[config.mk]
export PLATFORM = sky130hd
export DESIGN_NAME = ndea_top
export DESIGN_NICKNAME = d
export VERILOG_FILES = /design/src/pkg/ndea_pkg.sv /design/src/logic/ndea_cell_array.sv /design/src/logic/ndea_top.sv
export SDC_FILE = /design/constraint.sdc
export NUM_CORES = 2
export LEC_CHECK = 0
export BUFFER_PORTS_ARGS = -buffer_cell sky130_fd_sc_hd__buf_2
export CORE_ASPECT_RATIO = 0.7
export CORE_MARGIN = 1
export CORE_UTILIZATION = 63
export CTS_BUF_LIST = sky130_fd_sc_hd__clkbuf_4 sky130_fd_sc_hd__clkbuf_8 sky130_fd_sc_hd__clkbuf_16
export DETAILED_ROUTE_END_ITERATION = 6
export PLACE_DENSITY = 0.79
export SLEW_MARGIN = 10
export SYNTH_ARGS = -nofsm -noshare
export SYNTH_HDL_FRONTEND = slang
export SYNTH_SLANG_ARGS = --single-unit
[constraint.sdc]
create_clock -name CORE_CLK_IN -period 3.9 [get_ports CORE_CLK_IN]
set_input_delay 0.585 -clock CORE_CLK_IN [delete_from_list [all_inputs] [get_ports CORE_CLK_IN]]
set_output_delay 0.585 -clock CORE_CLK_IN [all_outputs]
set_load 0.005 [all_outputs]
[src/pkg/ndea_pkg.sv]
// Shared constants and types of the nonvolatile byte store access block.
package ndea_pkg;

	// ******************************************************************
	// Widths
	// ******************************************************************
	localparam int NDEA_AW = 8;
	localparam int NDEA_DW = 8;
	localparam int NDEA_RAW = 3;
	localparam int NDEA_CNT_W = 16;

	// ******************************************************************
	// Register offsets
	// ******************************************************************
	localparam logic [NDEA_RAW-1:0] NDEA_REG_CTRL = 3'h0;
	localparam logic [NDEA_RAW-1:0] NDEA_REG_UNLOCK = 3'h1;
	localparam logic [NDEA_RAW-1:0] NDEA_REG_VALUE = 3'h2;
	localparam logic [NDEA_RAW-1:0] NDEA_REG_POINTER = 3'h3;
	localparam logic [NDEA_RAW-1:0] NDEA_REG_FLAGS = 3'h4;
	localparam logic [NDEA_RAW-1:0] NDEA_REG_MASK = 3'h5;

	// ******************************************************************
	// Field positions
	// ******************************************************************
	localparam int NDEA_CB_FETCH = 0;
	localparam int NDEA_CB_WRITE = 1;
	localparam int NDEA_CB_PERMIT = 2;
	localparam int NDEA_CB_FAULT = 3;
	localparam int NDEA_CB_CONFIG = 6;
	localparam int NDEA_CB_FLASH = 7;
	localparam int NDEA_FB_DONE = 0;
	localparam int NDEA_FB_FAULT = 1;
	localparam int NDEA_FLAG_W = 2;

	// ******************************************************************
	// Values
	// ******************************************************************
	localparam logic [NDEA_DW-1:0] NDEA_ZERO = 8'h00;
	localparam logic [NDEA_DW-1:0] NDEA_ERASED = 8'hFF;
	localparam logic [NDEA_DW-1:0] NDEA_KEY_FIRST = 8'h55;
	localparam logic [NDEA_DW-1:0] NDEA_KEY_SECOND = 8'hAA;
	localparam logic [1:0] NDEA_UNLOCK_NONE = 2'h0;
	localparam logic [1:0] NDEA_UNLOCK_HALF = 2'h1;
	localparam logic [1:0] NDEA_UNLOCK_ARMED = 2'h2;
	localparam logic [NDEA_FLAG_W-1:0] NDEA_FLAGS_RST = 2'h0;

	// ******************************************************************
	// Timing
	// ******************************************************************
	localparam int NDEA_CLK_MHZ = 100;
	localparam int NDEA_ERASE_NS = 2000;
	localparam int NDEA_PROG_NS = 2000;
	localparam int NDEA_ERASE_CYC = (NDEA_ERASE_NS * NDEA_CLK_MHZ + 999) / 1000;
	localparam int NDEA_PROG_CYC = (NDEA_PROG_NS * NDEA_CLK_MHZ + 999) / 1000;

	// ******************************************************************
	// Types
	// ******************************************************************
	typedef enum logic [3:0] {
		NDEA_ST_IDLE = 4'b0001,
		NDEA_ST_ERASE = 4'b0010,
		NDEA_ST_PROG = 4'b0100,
		NDEA_ST_DONE = 4'b1000
	} ndea_cell_state_t;

	typedef enum logic [1:0] {
		NDEA_TGT_DATA = 2'h0,
		NDEA_TGT_PROGRAM = 2'h1,
		NDEA_TGT_CONFIG = 2'h2
	} ndea_target_t;

endpackage

[src/logic/ndea_cell_array.sv]
// Byte array of the nonvolatile store with one write and one read port.
`timescale 1ns/1ns

module ndea_cell_array #(
	parameter int AW = 8,
	parameter int DW = 8
) (
	// Clock.
	input wire logic clk_in,
	// Write port.
	input wire logic we_in,
	input wire logic [AW-1:0] waddr_in,
	input wire logic [DW-1:0] wdata_in,
	// Read port.
	input wire logic [AW-1:0] raddr_in,
	output logic [DW-1:0] rdata_out
);

	// The cells are nonvolatile, so they take no reset.
	logic [DW-1:0] cells [0:(1<<AW)-1];

	always_ff @(posedge clk_in) begin
		if (we_in) begin
			cells[waddr_in] <= wdata_in;
		end
	end

	always_ff @(posedge clk_in) begin
		rdata_out <= cells[raddr_in];
	end

endmodule // ndea_cell_array

[src/logic/ndea_top.sv]
// Register front end, unlock, self-timed write and fetch of the byte store.
`timescale 1ns/1ns

// How it works
// RL1: An 8-bit pointer selects one of 256 store bytes, 00h to FFh.
// RL2: Value register holds the byte to program, and the byte fetched.
// RL3: A write erases the byte first, then programs it, by itself.
// RL4: An internal counter times each programming cycle, not software.
// RL5: Flash select clear targets the data store, set targets program memory.
// RL6: Config select set targets configuration space, overriding flash select.
// RL7: Writes start only while program permit is set; it resets to zero.
// RL8: Fault flag sets when a write starts, clears when it ends normally.
// RL9: Fault flag stays set after reset mid-write or an improper attempt.
// RL10: Software can set the write start bit only; hardware clears it.
// RL11: Done flag sets when a write completes; software clears it.
// RL12: Fetch start reads the addressed byte; hardware then clears the bit.
// RL13: Fetch start is ignored when the same control write sets flash select or config select.
// RL14: Unlock port stores nothing and always reads as zero.
// RL15: Software writes the unlock keys before starting a write.
// RL16: During a write, new starts and pointer or value writes are ignored.
module ndea_top
	import ndea_pkg::*;
#(
	parameter int ERASE_CYCLES = NDEA_ERASE_CYC,
	parameter int PROG_CYCLES = NDEA_PROG_CYC
) (
	// Clock and reset.
	input wire logic CORE_CLK_IN,
	input wire logic RST_B_IN,
	// Register port.
	input wire logic [NDEA_RAW-1:0] REG_ADDR_IN,
	input wire logic [NDEA_DW-1:0] REG_WDATA_IN,
	input wire logic REG_WR_IN,
	input wire logic REG_RD_IN,
	output logic [NDEA_DW-1:0] REG_RDATA_OUT,
	// Status.
	output logic IRQ_OUT,
	output logic PROG_BUSY_OUT,
	output logic [1:0] TARGET_OUT
);

	// ******************************************************************
	// Decoding helpers
	// ******************************************************************
	function automatic ndea_target_t target_of(input logic flash,
		input logic cfg);
		ndea_target_t t;
		t = NDEA_TGT_DATA;
		if (cfg) begin
			t = NDEA_TGT_CONFIG;
		end else if (flash) begin
			t = NDEA_TGT_PROGRAM;
		end
		return t;
	endfunction

	// ******************************************************************
	// Declarations
	// ******************************************************************
	logic flash_select;
	logic config_space_select;
	logic program_permit;
	logic program_fault_flag;
	logic write_start_bit;
	logic fetch_start_bit;
	logic fetch_stage;
	logic [NDEA_AW-1:0] nv_byte_pointer;
	logic [NDEA_DW-1:0] nv_byte_value;
	logic [NDEA_FLAG_W-1:0] flag_status;
	logic [NDEA_FLAG_W-1:0] flag_mask;
	logic [NDEA_FLAG_W-1:0] flag_events;
	logic [1:0] unlock_stage;
	ndea_cell_state_t state;
	ndea_cell_state_t next_state;
	ndea_target_t cycle_target;
	logic [NDEA_CNT_W-1:0] cell_count;
	logic sel_ctrl;
	logic sel_unlock;
	logic sel_value;
	logic sel_pointer;
	logic sel_flags;
	logic sel_mask;
	logic busy;
	logic start_ask;
	logic start_ok;
	logic start_bad;
	logic fetch_ok;
	logic fetch_end;
	logic erase_end;
	logic prog_end;
	logic arr_we;
	logic [NDEA_DW-1:0] arr_wdata;
	logic [NDEA_DW-1:0] arr_rdata;
	logic [NDEA_DW-1:0] next_rdata;

	// ******************************************************************
	// Address decode
	// ******************************************************************
	always_comb begin
		sel_ctrl = 1'b0;
		sel_unlock = 1'b0;
		sel_value = 1'b0;
		sel_pointer = 1'b0;
		sel_flags = 1'b0;
		sel_mask = 1'b0;
		if (REG_ADDR_IN == NDEA_REG_CTRL) begin
			sel_ctrl = 1'b1;
		end else if (REG_ADDR_IN == NDEA_REG_UNLOCK) begin
			sel_unlock = 1'b1;
		end else if (REG_ADDR_IN == NDEA_REG_VALUE) begin
			sel_value = 1'b1;
		end else if (REG_ADDR_IN == NDEA_REG_POINTER) begin
			sel_pointer = 1'b1;
		end else if (REG_ADDR_IN == NDEA_REG_FLAGS) begin
			sel_flags = 1'b1;
		end else if (REG_ADDR_IN == NDEA_REG_MASK) begin
			sel_mask = 1'b1;
		end
	end

	// ******************************************************************
	// Request qualification
	// ******************************************************************
	assign busy = (state != NDEA_ST_IDLE);
	assign start_ask = REG_WR_IN && sel_ctrl && REG_WDATA_IN[NDEA_CB_WRITE];
	assign start_ok = start_ask && !busy && program_permit && // RL7
		(unlock_stage == NDEA_UNLOCK_ARMED); // RL15
	assign start_bad = start_ask && !busy && !start_ok; // RL9
	// A fetch asked in the same write as a good start would reload the
	// value register under the running cycle, so the start takes it.
	assign fetch_ok = REG_WR_IN && sel_ctrl && !start_ok &&
		REG_WDATA_IN[NDEA_CB_FETCH] && !busy && !fetch_start_bit &&
		(target_of(REG_WDATA_IN[NDEA_CB_FLASH],
		REG_WDATA_IN[NDEA_CB_CONFIG]) == NDEA_TGT_DATA); // RL13
	assign fetch_end = fetch_start_bit && fetch_stage;
	assign erase_end = (state == NDEA_ST_ERASE) &&
		(cell_count == NDEA_CNT_W'(ERASE_CYCLES - 1));
	assign prog_end = (state == NDEA_ST_PROG) &&
		(cell_count == NDEA_CNT_W'(PROG_CYCLES - 1));

	// ******************************************************************
	// Unlock sequence
	// ******************************************************************
	// The port itself has no storage; only the progress through the keys
	// is remembered, and any other write breaks the sequence.
	always_ff @(posedge CORE_CLK_IN) begin
		if (!RST_B_IN) begin
			unlock_stage <= NDEA_UNLOCK_NONE;
		end else if (REG_WR_IN && sel_unlock) begin
			if (REG_WDATA_IN == NDEA_KEY_FIRST) begin
				unlock_stage <= NDEA_UNLOCK_HALF;
			end else if (unlock_stage == NDEA_UNLOCK_HALF &&
				REG_WDATA_IN == NDEA_KEY_SECOND) begin
				unlock_stage <= NDEA_UNLOCK_ARMED; // RL15
			end else begin
				unlock_stage <= NDEA_UNLOCK_NONE;
			end
		end else if (REG_WR_IN) begin
			unlock_stage <= NDEA_UNLOCK_NONE;
		end
	end

	// ******************************************************************
	// Control register
	// ******************************************************************
	always_ff @(posedge CORE_CLK_IN) begin
		if (!RST_B_IN) begin
			flash_select <= 1'b0;
			config_space_select <= 1'b0;
			program_permit <= 1'b0; // RL7
		end else if (REG_WR_IN && sel_ctrl) begin
			program_permit <= REG_WDATA_IN[NDEA_CB_PERMIT];
			if (!busy) begin
				flash_select <= REG_WDATA_IN[NDEA_CB_FLASH]; // RL5
				config_space_select <= REG_WDATA_IN[NDEA_CB_CONFIG]; // RL6
			end
		end
	end

	// The fault flag deliberately survives reset when a cycle was cut off,
	// so software can see the loss after the restart.
	always_ff @(posedge CORE_CLK_IN) begin
		if (!RST_B_IN) begin
			if (write_start_bit || program_fault_flag) begin
				program_fault_flag <= 1'b1; // RL9
			end else begin
				program_fault_flag <= 1'b0;
			end
		end else if (start_ok || start_bad) begin
			program_fault_flag <= 1'b1; // RL8
		end else if (prog_end) begin
			program_fault_flag <= 1'b0; // RL8
		end else if (REG_WR_IN && sel_ctrl && !busy) begin
			program_fault_flag <= REG_WDATA_IN[NDEA_CB_FAULT];
		end
	end

	always_ff @(posedge CORE_CLK_IN) begin
		if (!RST_B_IN) begin
			write_start_bit <= 1'b0;
		end else if (start_ok) begin
			write_start_bit <= 1'b1; // RL10
		end else if (state == NDEA_ST_DONE) begin
			write_start_bit <= 1'b0; // RL10
		end
	end

	// ******************************************************************
	// Fetch
	// ******************************************************************
	// The array answers one edge after the pointer is presented, so the
	// fetch takes two cycles before the start bit drops.
	always_ff @(posedge CORE_CLK_IN) begin
		if (!RST_B_IN) begin
			fetch_start_bit <= 1'b0;
			fetch_stage <= 1'b0;
		end else if (fetch_ok) begin
			fetch_start_bit <= 1'b1; // RL12
			fetch_stage <= 1'b0;
		end else if (fetch_end) begin
			fetch_start_bit <= 1'b0; // RL12
			fetch_stage <= 1'b0;
		end else if (fetch_start_bit) begin
			fetch_stage <= 1'b1;
		end
	end

	// ******************************************************************
	// Pointer and value
	// ******************************************************************
	always_ff @(posedge CORE_CLK_IN) begin
		if (!RST_B_IN) begin
			nv_byte_pointer <= NDEA_ZERO;
		end else if (REG_WR_IN && sel_pointer && !busy &&
			!fetch_start_bit) begin
			nv_byte_pointer <= REG_WDATA_IN; // RL1 RL16
		end
	end

	always_ff @(posedge CORE_CLK_IN) begin
		if (!RST_B_IN) begin
			nv_byte_value <= NDEA_ZERO;
		end else if (fetch_end) begin
			nv_byte_value <= arr_rdata; // RL2
		end else if (REG_WR_IN && sel_value && !busy &&
			!fetch_start_bit) begin
			nv_byte_value <= REG_WDATA_IN; // RL2 RL16
		end
	end

	// ******************************************************************
	// Self-timed write cycle
	// ******************************************************************
	always_comb begin
		next_state = state;
		case (state)
		NDEA_ST_IDLE: begin
			if (start_ok) begin
				next_state = NDEA_ST_ERASE; // RL3
			end
		end
		NDEA_ST_ERASE: begin
			if (erase_end) begin
				next_state = NDEA_ST_PROG; // RL3
			end
		end
		NDEA_ST_PROG: begin
			if (prog_end) begin
				next_state = NDEA_ST_DONE;
			end
		end
		NDEA_ST_DONE: begin
			next_state = NDEA_ST_IDLE;
		end
		default: begin
			next_state = NDEA_ST_IDLE;
		end
		endcase
	end

	always_ff @(posedge CORE_CLK_IN) begin
		if (!RST_B_IN) begin
			state <= NDEA_ST_IDLE;
		end else begin
			state <= next_state;
		end
	end

	always_ff @(posedge CORE_CLK_IN) begin
		if (!RST_B_IN) begin
			cell_count <= '0;
		end else if (erase_end || prog_end || !busy) begin
			cell_count <= '0;
		end else begin
			cell_count <= cell_count + 1'b1; // RL4
		end
	end

	always_ff @(posedge CORE_CLK_IN) begin
		if (!RST_B_IN) begin
			cycle_target <= NDEA_TGT_DATA;
		end else if (start_ok) begin
			cycle_target <= target_of(flash_select, config_space_select);
		end
	end

	// Only the data store lives here; cycles aimed elsewhere run the timer
	// but leave the array untouched.
	always_comb begin
		arr_we = 1'b0;
		arr_wdata = NDEA_ERASED;
		if (cycle_target == NDEA_TGT_DATA) begin
			if (state == NDEA_ST_ERASE && cell_count == '0) begin
				arr_we = 1'b1; // RL3
			end else if (prog_end) begin
				arr_we = 1'b1; // RL3
				arr_wdata = nv_byte_value;
			end
		end
	end

	ndea_cell_array #(
		.AW(NDEA_AW),
		.DW(NDEA_DW)
	) u_cells (
		.clk_in(CORE_CLK_IN),
		.we_in(arr_we),
		.waddr_in(nv_byte_pointer),
		.wdata_in(arr_wdata),
		.raddr_in(nv_byte_pointer),
		.rdata_out(arr_rdata)
	);

	// ******************************************************************
	// Flags and interrupt
	// ******************************************************************
	always_comb begin
		flag_events = '0;
		flag_events[NDEA_FB_DONE] = (state == NDEA_ST_DONE); // RL11
		flag_events[NDEA_FB_FAULT] = start_bad;
	end

	// A flag raised in the same cycle as its clearing write stays raised.
	always_ff @(posedge CORE_CLK_IN) begin
		if (!RST_B_IN) begin
			flag_status <= NDEA_FLAGS_RST;
		end else if (REG_WR_IN && sel_flags) begin
			flag_status <= (flag_status &
				~REG_WDATA_IN[NDEA_FLAG_W-1:0]) | flag_events; // RL11
		end else begin
			flag_status <= flag_status | flag_events;
		end
	end

	always_ff @(posedge CORE_CLK_IN) begin
		if (!RST_B_IN) begin
			flag_mask <= NDEA_FLAGS_RST;
		end else if (REG_WR_IN && sel_mask) begin
			flag_mask <= REG_WDATA_IN[NDEA_FLAG_W-1:0];
		end
	end

	assign IRQ_OUT = |(flag_status & flag_mask);

	// ******************************************************************
	// Read back
	// ******************************************************************
	always_comb begin
		next_rdata = NDEA_ZERO;
		if (sel_ctrl) begin
			next_rdata[NDEA_CB_FLASH] = flash_select;
			next_rdata[NDEA_CB_CONFIG] = config_space_select;
			next_rdata[NDEA_CB_FAULT] = program_fault_flag;
			next_rdata[NDEA_CB_PERMIT] = program_permit;
			next_rdata[NDEA_CB_WRITE] = write_start_bit;
			next_rdata[NDEA_CB_FETCH] = fetch_start_bit;
		end else if (sel_unlock) begin
			next_rdata = NDEA_ZERO; // RL14
		end else if (sel_value) begin
			next_rdata = nv_byte_value;
		end else if (sel_pointer) begin
			next_rdata = nv_byte_pointer;
		end else if (sel_flags) begin
			next_rdata[NDEA_FLAG_W-1:0] = flag_status;
		end else if (sel_mask) begin
			next_rdata[NDEA_FLAG_W-1:0] = flag_mask;
		end
	end

	always_ff @(posedge CORE_CLK_IN) begin
		if (!RST_B_IN) begin
			REG_RDATA_OUT <= NDEA_ZERO;
		end else if (REG_RD_IN) begin
			REG_RDATA_OUT <= next_rdata;
		end else begin
			REG_RDATA_OUT <= NDEA_ZERO;
		end
	end

	always_ff @(posedge CORE_CLK_IN) begin
		if (!RST_B_IN) begin
			PROG_BUSY_OUT <= 1'b0;
			TARGET_OUT <= NDEA_TGT_DATA;
		end else begin
			PROG_BUSY_OUT <= (next_state != NDEA_ST_IDLE);
			TARGET_OUT <= target_of(flash_select, config_space_select);
		end
	end

endmodule // ndea_top

==> metrics.txt <==
DR iter-0 viols ~7100; CTS H-tree depth 4; Tcrit/Tclk final 0.9992; Min Hold Slack approximately 0.081 ns; Core ar. around 130000 um^2; Inserted Clock Buffers 181; Mapped Cells 3842; fin. max-slew vios 0; Post-Route Utilization 0.7278; fin area around 93000 um^2; Post-CTS Setup Inserts 0; Synth-to-Final Area Change 13.78%; Via-to-Cell Ratio roughly 7.1; die span in y 302.7 um; WL final ~210000 um; Power Total between 40 and 50 mW; vias in the first global route approximately 42000; Core Rows 109; layout cells sized above 1 0.2996; result of the run finished, final reports clean; Pleak between 30 and 40 nW; I/O Buffers 26; TritonRoute pass-1 iters 6; Setup WS pre-CTS about 0.10 ns; clk_lat worst skew roughly 0.82 ns; initial antenna violation count 1; final setup vio count 0; io pins 27; Synth Area in Adders 0.0003074; EDFF count, synth 2049; post-DP HPWL between 100000 and 150000 um; number of library cell types mapped by synthesis 49; post-synthesis share of cell area spent on and, or, nand and nor gates 0.02839; WS Path Type reg -> reg; GRT Total Usage 0.3223; CTS root buffer clkbuf_16; asr flop ratio synth 0; worst endpoint data arrival time around 4.6 ns; most frequent cells in the layout 2049 x edfxtp_1, 512 x mux4_2, 386 x buf_4; initial core utilization 0.6397; Area contributors post-synth edfxtp_1 76%, mux4_2 14%, a22oi_1 2.4%, dfxtp_1 1.7%, nor2_1 1.3%; final setup margin 0.003074 ns; top-area cell type share of the netlist area 0.7559; global route overflow 0; FILL cells slightly below 7000; Clock Sinks between 2000 and 2500; Final #Nets between 4000 and 5000; first-pass GRT wire length around 300000 um; syn nets approximately 3900; final hold viol count 0; Seq cells post-synth about 2100; most common cell after layout, fill and taps aside edfxtp_1; Fin Setup TNS 0 ns; Post-DP Area 86390 um^2; top_reg_cell synth edfxtp_1; WL per Instance ~34 um; complex-gate fraction of the synthesized area 0.03801; GP Congestion just under 0.9; post-synth top area cell edfxtp_1; vias about 44000; Slew @ Worst Pin between 1 and 1.5 ns; Worst-path clk slew around 0.07 ns; Post-Place Cells 5772; antenna-violating nets left 0; Post-Layout Cell Count just over 6000; Die Wd about 430 um; crit end category register; Worst Path Required roughly 4.6 ns; average size of a mapped cell ~21 um^2; sequential-to-total area share from yosys stat 0.7729; critical path peak fanout 31; YS warnings 0; largest net degree at the start of global routing approximately 150; CTS Buffer Depth 3; post-synthesis mux area share 0.1447; crit path time final 3.897 ns; Power Dens Cells about 470 nW/um^2; Setup crit start kind register; Max Clk Rate roughly 260 MHz; largest family of logic cells by synthesized area multiplexers; Max Cap Viol 0; VDD IR max around 0.48 mV; slew margin rel. 0.2675; synthesized area 81400 um^2; RSZ-0062 raised after global routing false; DIE AREA around 130000 um^2; post-synthesis xor/xnor area fraction 0.001614; Hold WC Path Type in -> reg; clk_skew 0.03965 ns; Residual DRC 0; CTS tree built
[layout make-up]
| type | instances | area, um^2 | area share |
|---|---|---|---|
| clock inverter | 115 | 1316 | 0.01421 |
| timing repair buffer | 453 | 3849 | 0.04156 |
| sequential | 2118 | 62920 | 0.6794 |
| multi-input combinational | 1475 | 17470 | 0.1886 |
| inverter | 6 | 22.52 | 0.0002432 |
| antenna | 2 | 5.005 | 0.00005404 |
| clock buffer | 219 | 4880 | 0.05269 |
| tap | 1720 | 2152 | 0.02324 |
[critical path: stages (launching register included)]
cell     delay [ns]
dfxtp_4        0.65
buf_12         0.27
buf_12         0.28
mux4_2         0.57
a22oi_1        0.41
a21oi_1        0.28
o41ai_1        1.00
nand4_1        0.21
[timing repair]
item | in CTS | in global routing
setup endpoints to repair | 0 | 1
hold buffers | 0 | 0
resized for setup | 0 | 1
[kinds of logic (layout without fill, tap and decap cells)]
group,count (synthesis),after routing
compound gates,446,446
xor+xnor,15,15
fa+ha+maj,2,2
buf+inv,249,793
flops,2118,2118
mux,537,537
other cells,0,2
simple gates,475,475
[sequential cells by signal, indices dropped and copies added, names as in the netlist, 2 cells and up]
name and count:
flag_mask 2, state 4, flag_status 2, cell_count 16
nv_byte_value 8, REG_RDATA_OUT 8, u_cells.rdata_out 8, nv_byte_pointer 8
u_cells.cells 2048, cycle_target 2, TARGET_OUT 2, unlock_stage 2
[per-layer routing]
metal,vias up,GRT usage,part of all wire
li1,16900,-,-
met2,3679,0.4791,0.46
met3,468,0.08734,0.14
met1,22510,0.4721,0.37
met5,-,0,0
met4,0,0.1125,0.034
[report_power, final]
group          total [mW]  internal, mW  leakage, nW  switching, mW
registers            24.6          24.5         24.8         0.0171
clock network        18.9          10.7         3.09           8.17
logic               0.427         0.154         6.30          0.273
total                43.9          35.4         34.2           8.46
[synth_stat cells, types with 6 or more instances]
| library cell | n |
|---|---|
| buf_1 | 21 |
| nand2_1 | 39 |
| o41ai_1 | 32 |
| mux2i_1 | 25 |
| a22oi_1 | 257 |
| nand4_4 | 10 |
| buf_4 | 19 |
| nand3_1 | 31 |
| o211a_1 | 8 |
| clkbuf_1 | 140 |
| mux4_2 | 512 |
| xor2_1 | 8 |
| xnor2_1 | 7 |
| inv_1 | 6 |
| nor2b_1 | 25 |
| buf_6 | 7 |
| or2_2 | 11 |
| edfxtp_1 | 2049 |
| nand2b_1 | 7 |
| nor3_1 | 8 |
| buf_2 | 55 |
| nor2_1 | 291 |
| and2_1 | 6 |
| dfxtp_1 | 69 |
| nand4_1 | 19 |
| a21oi_1 | 131 |
[final timing paths]
kind | from | end | slack [ns] | cells past startpoint
worst min register to register | cell_count[0] | cell_count[0] | 0.48 | 1
worst min-delay path | REG_RD_IN | REG_RDATA_OUT[1] | 0.08 | 3
worst max register to register | nv_byte_pointer[0] | u_cells.rdata_out[0] | 0.003 | 7
worst max-delay path | nv_byte_pointer[0] | u_cells.rdata_out[0] | 0.003 | 7
Power figures use the tool's default switching activity.
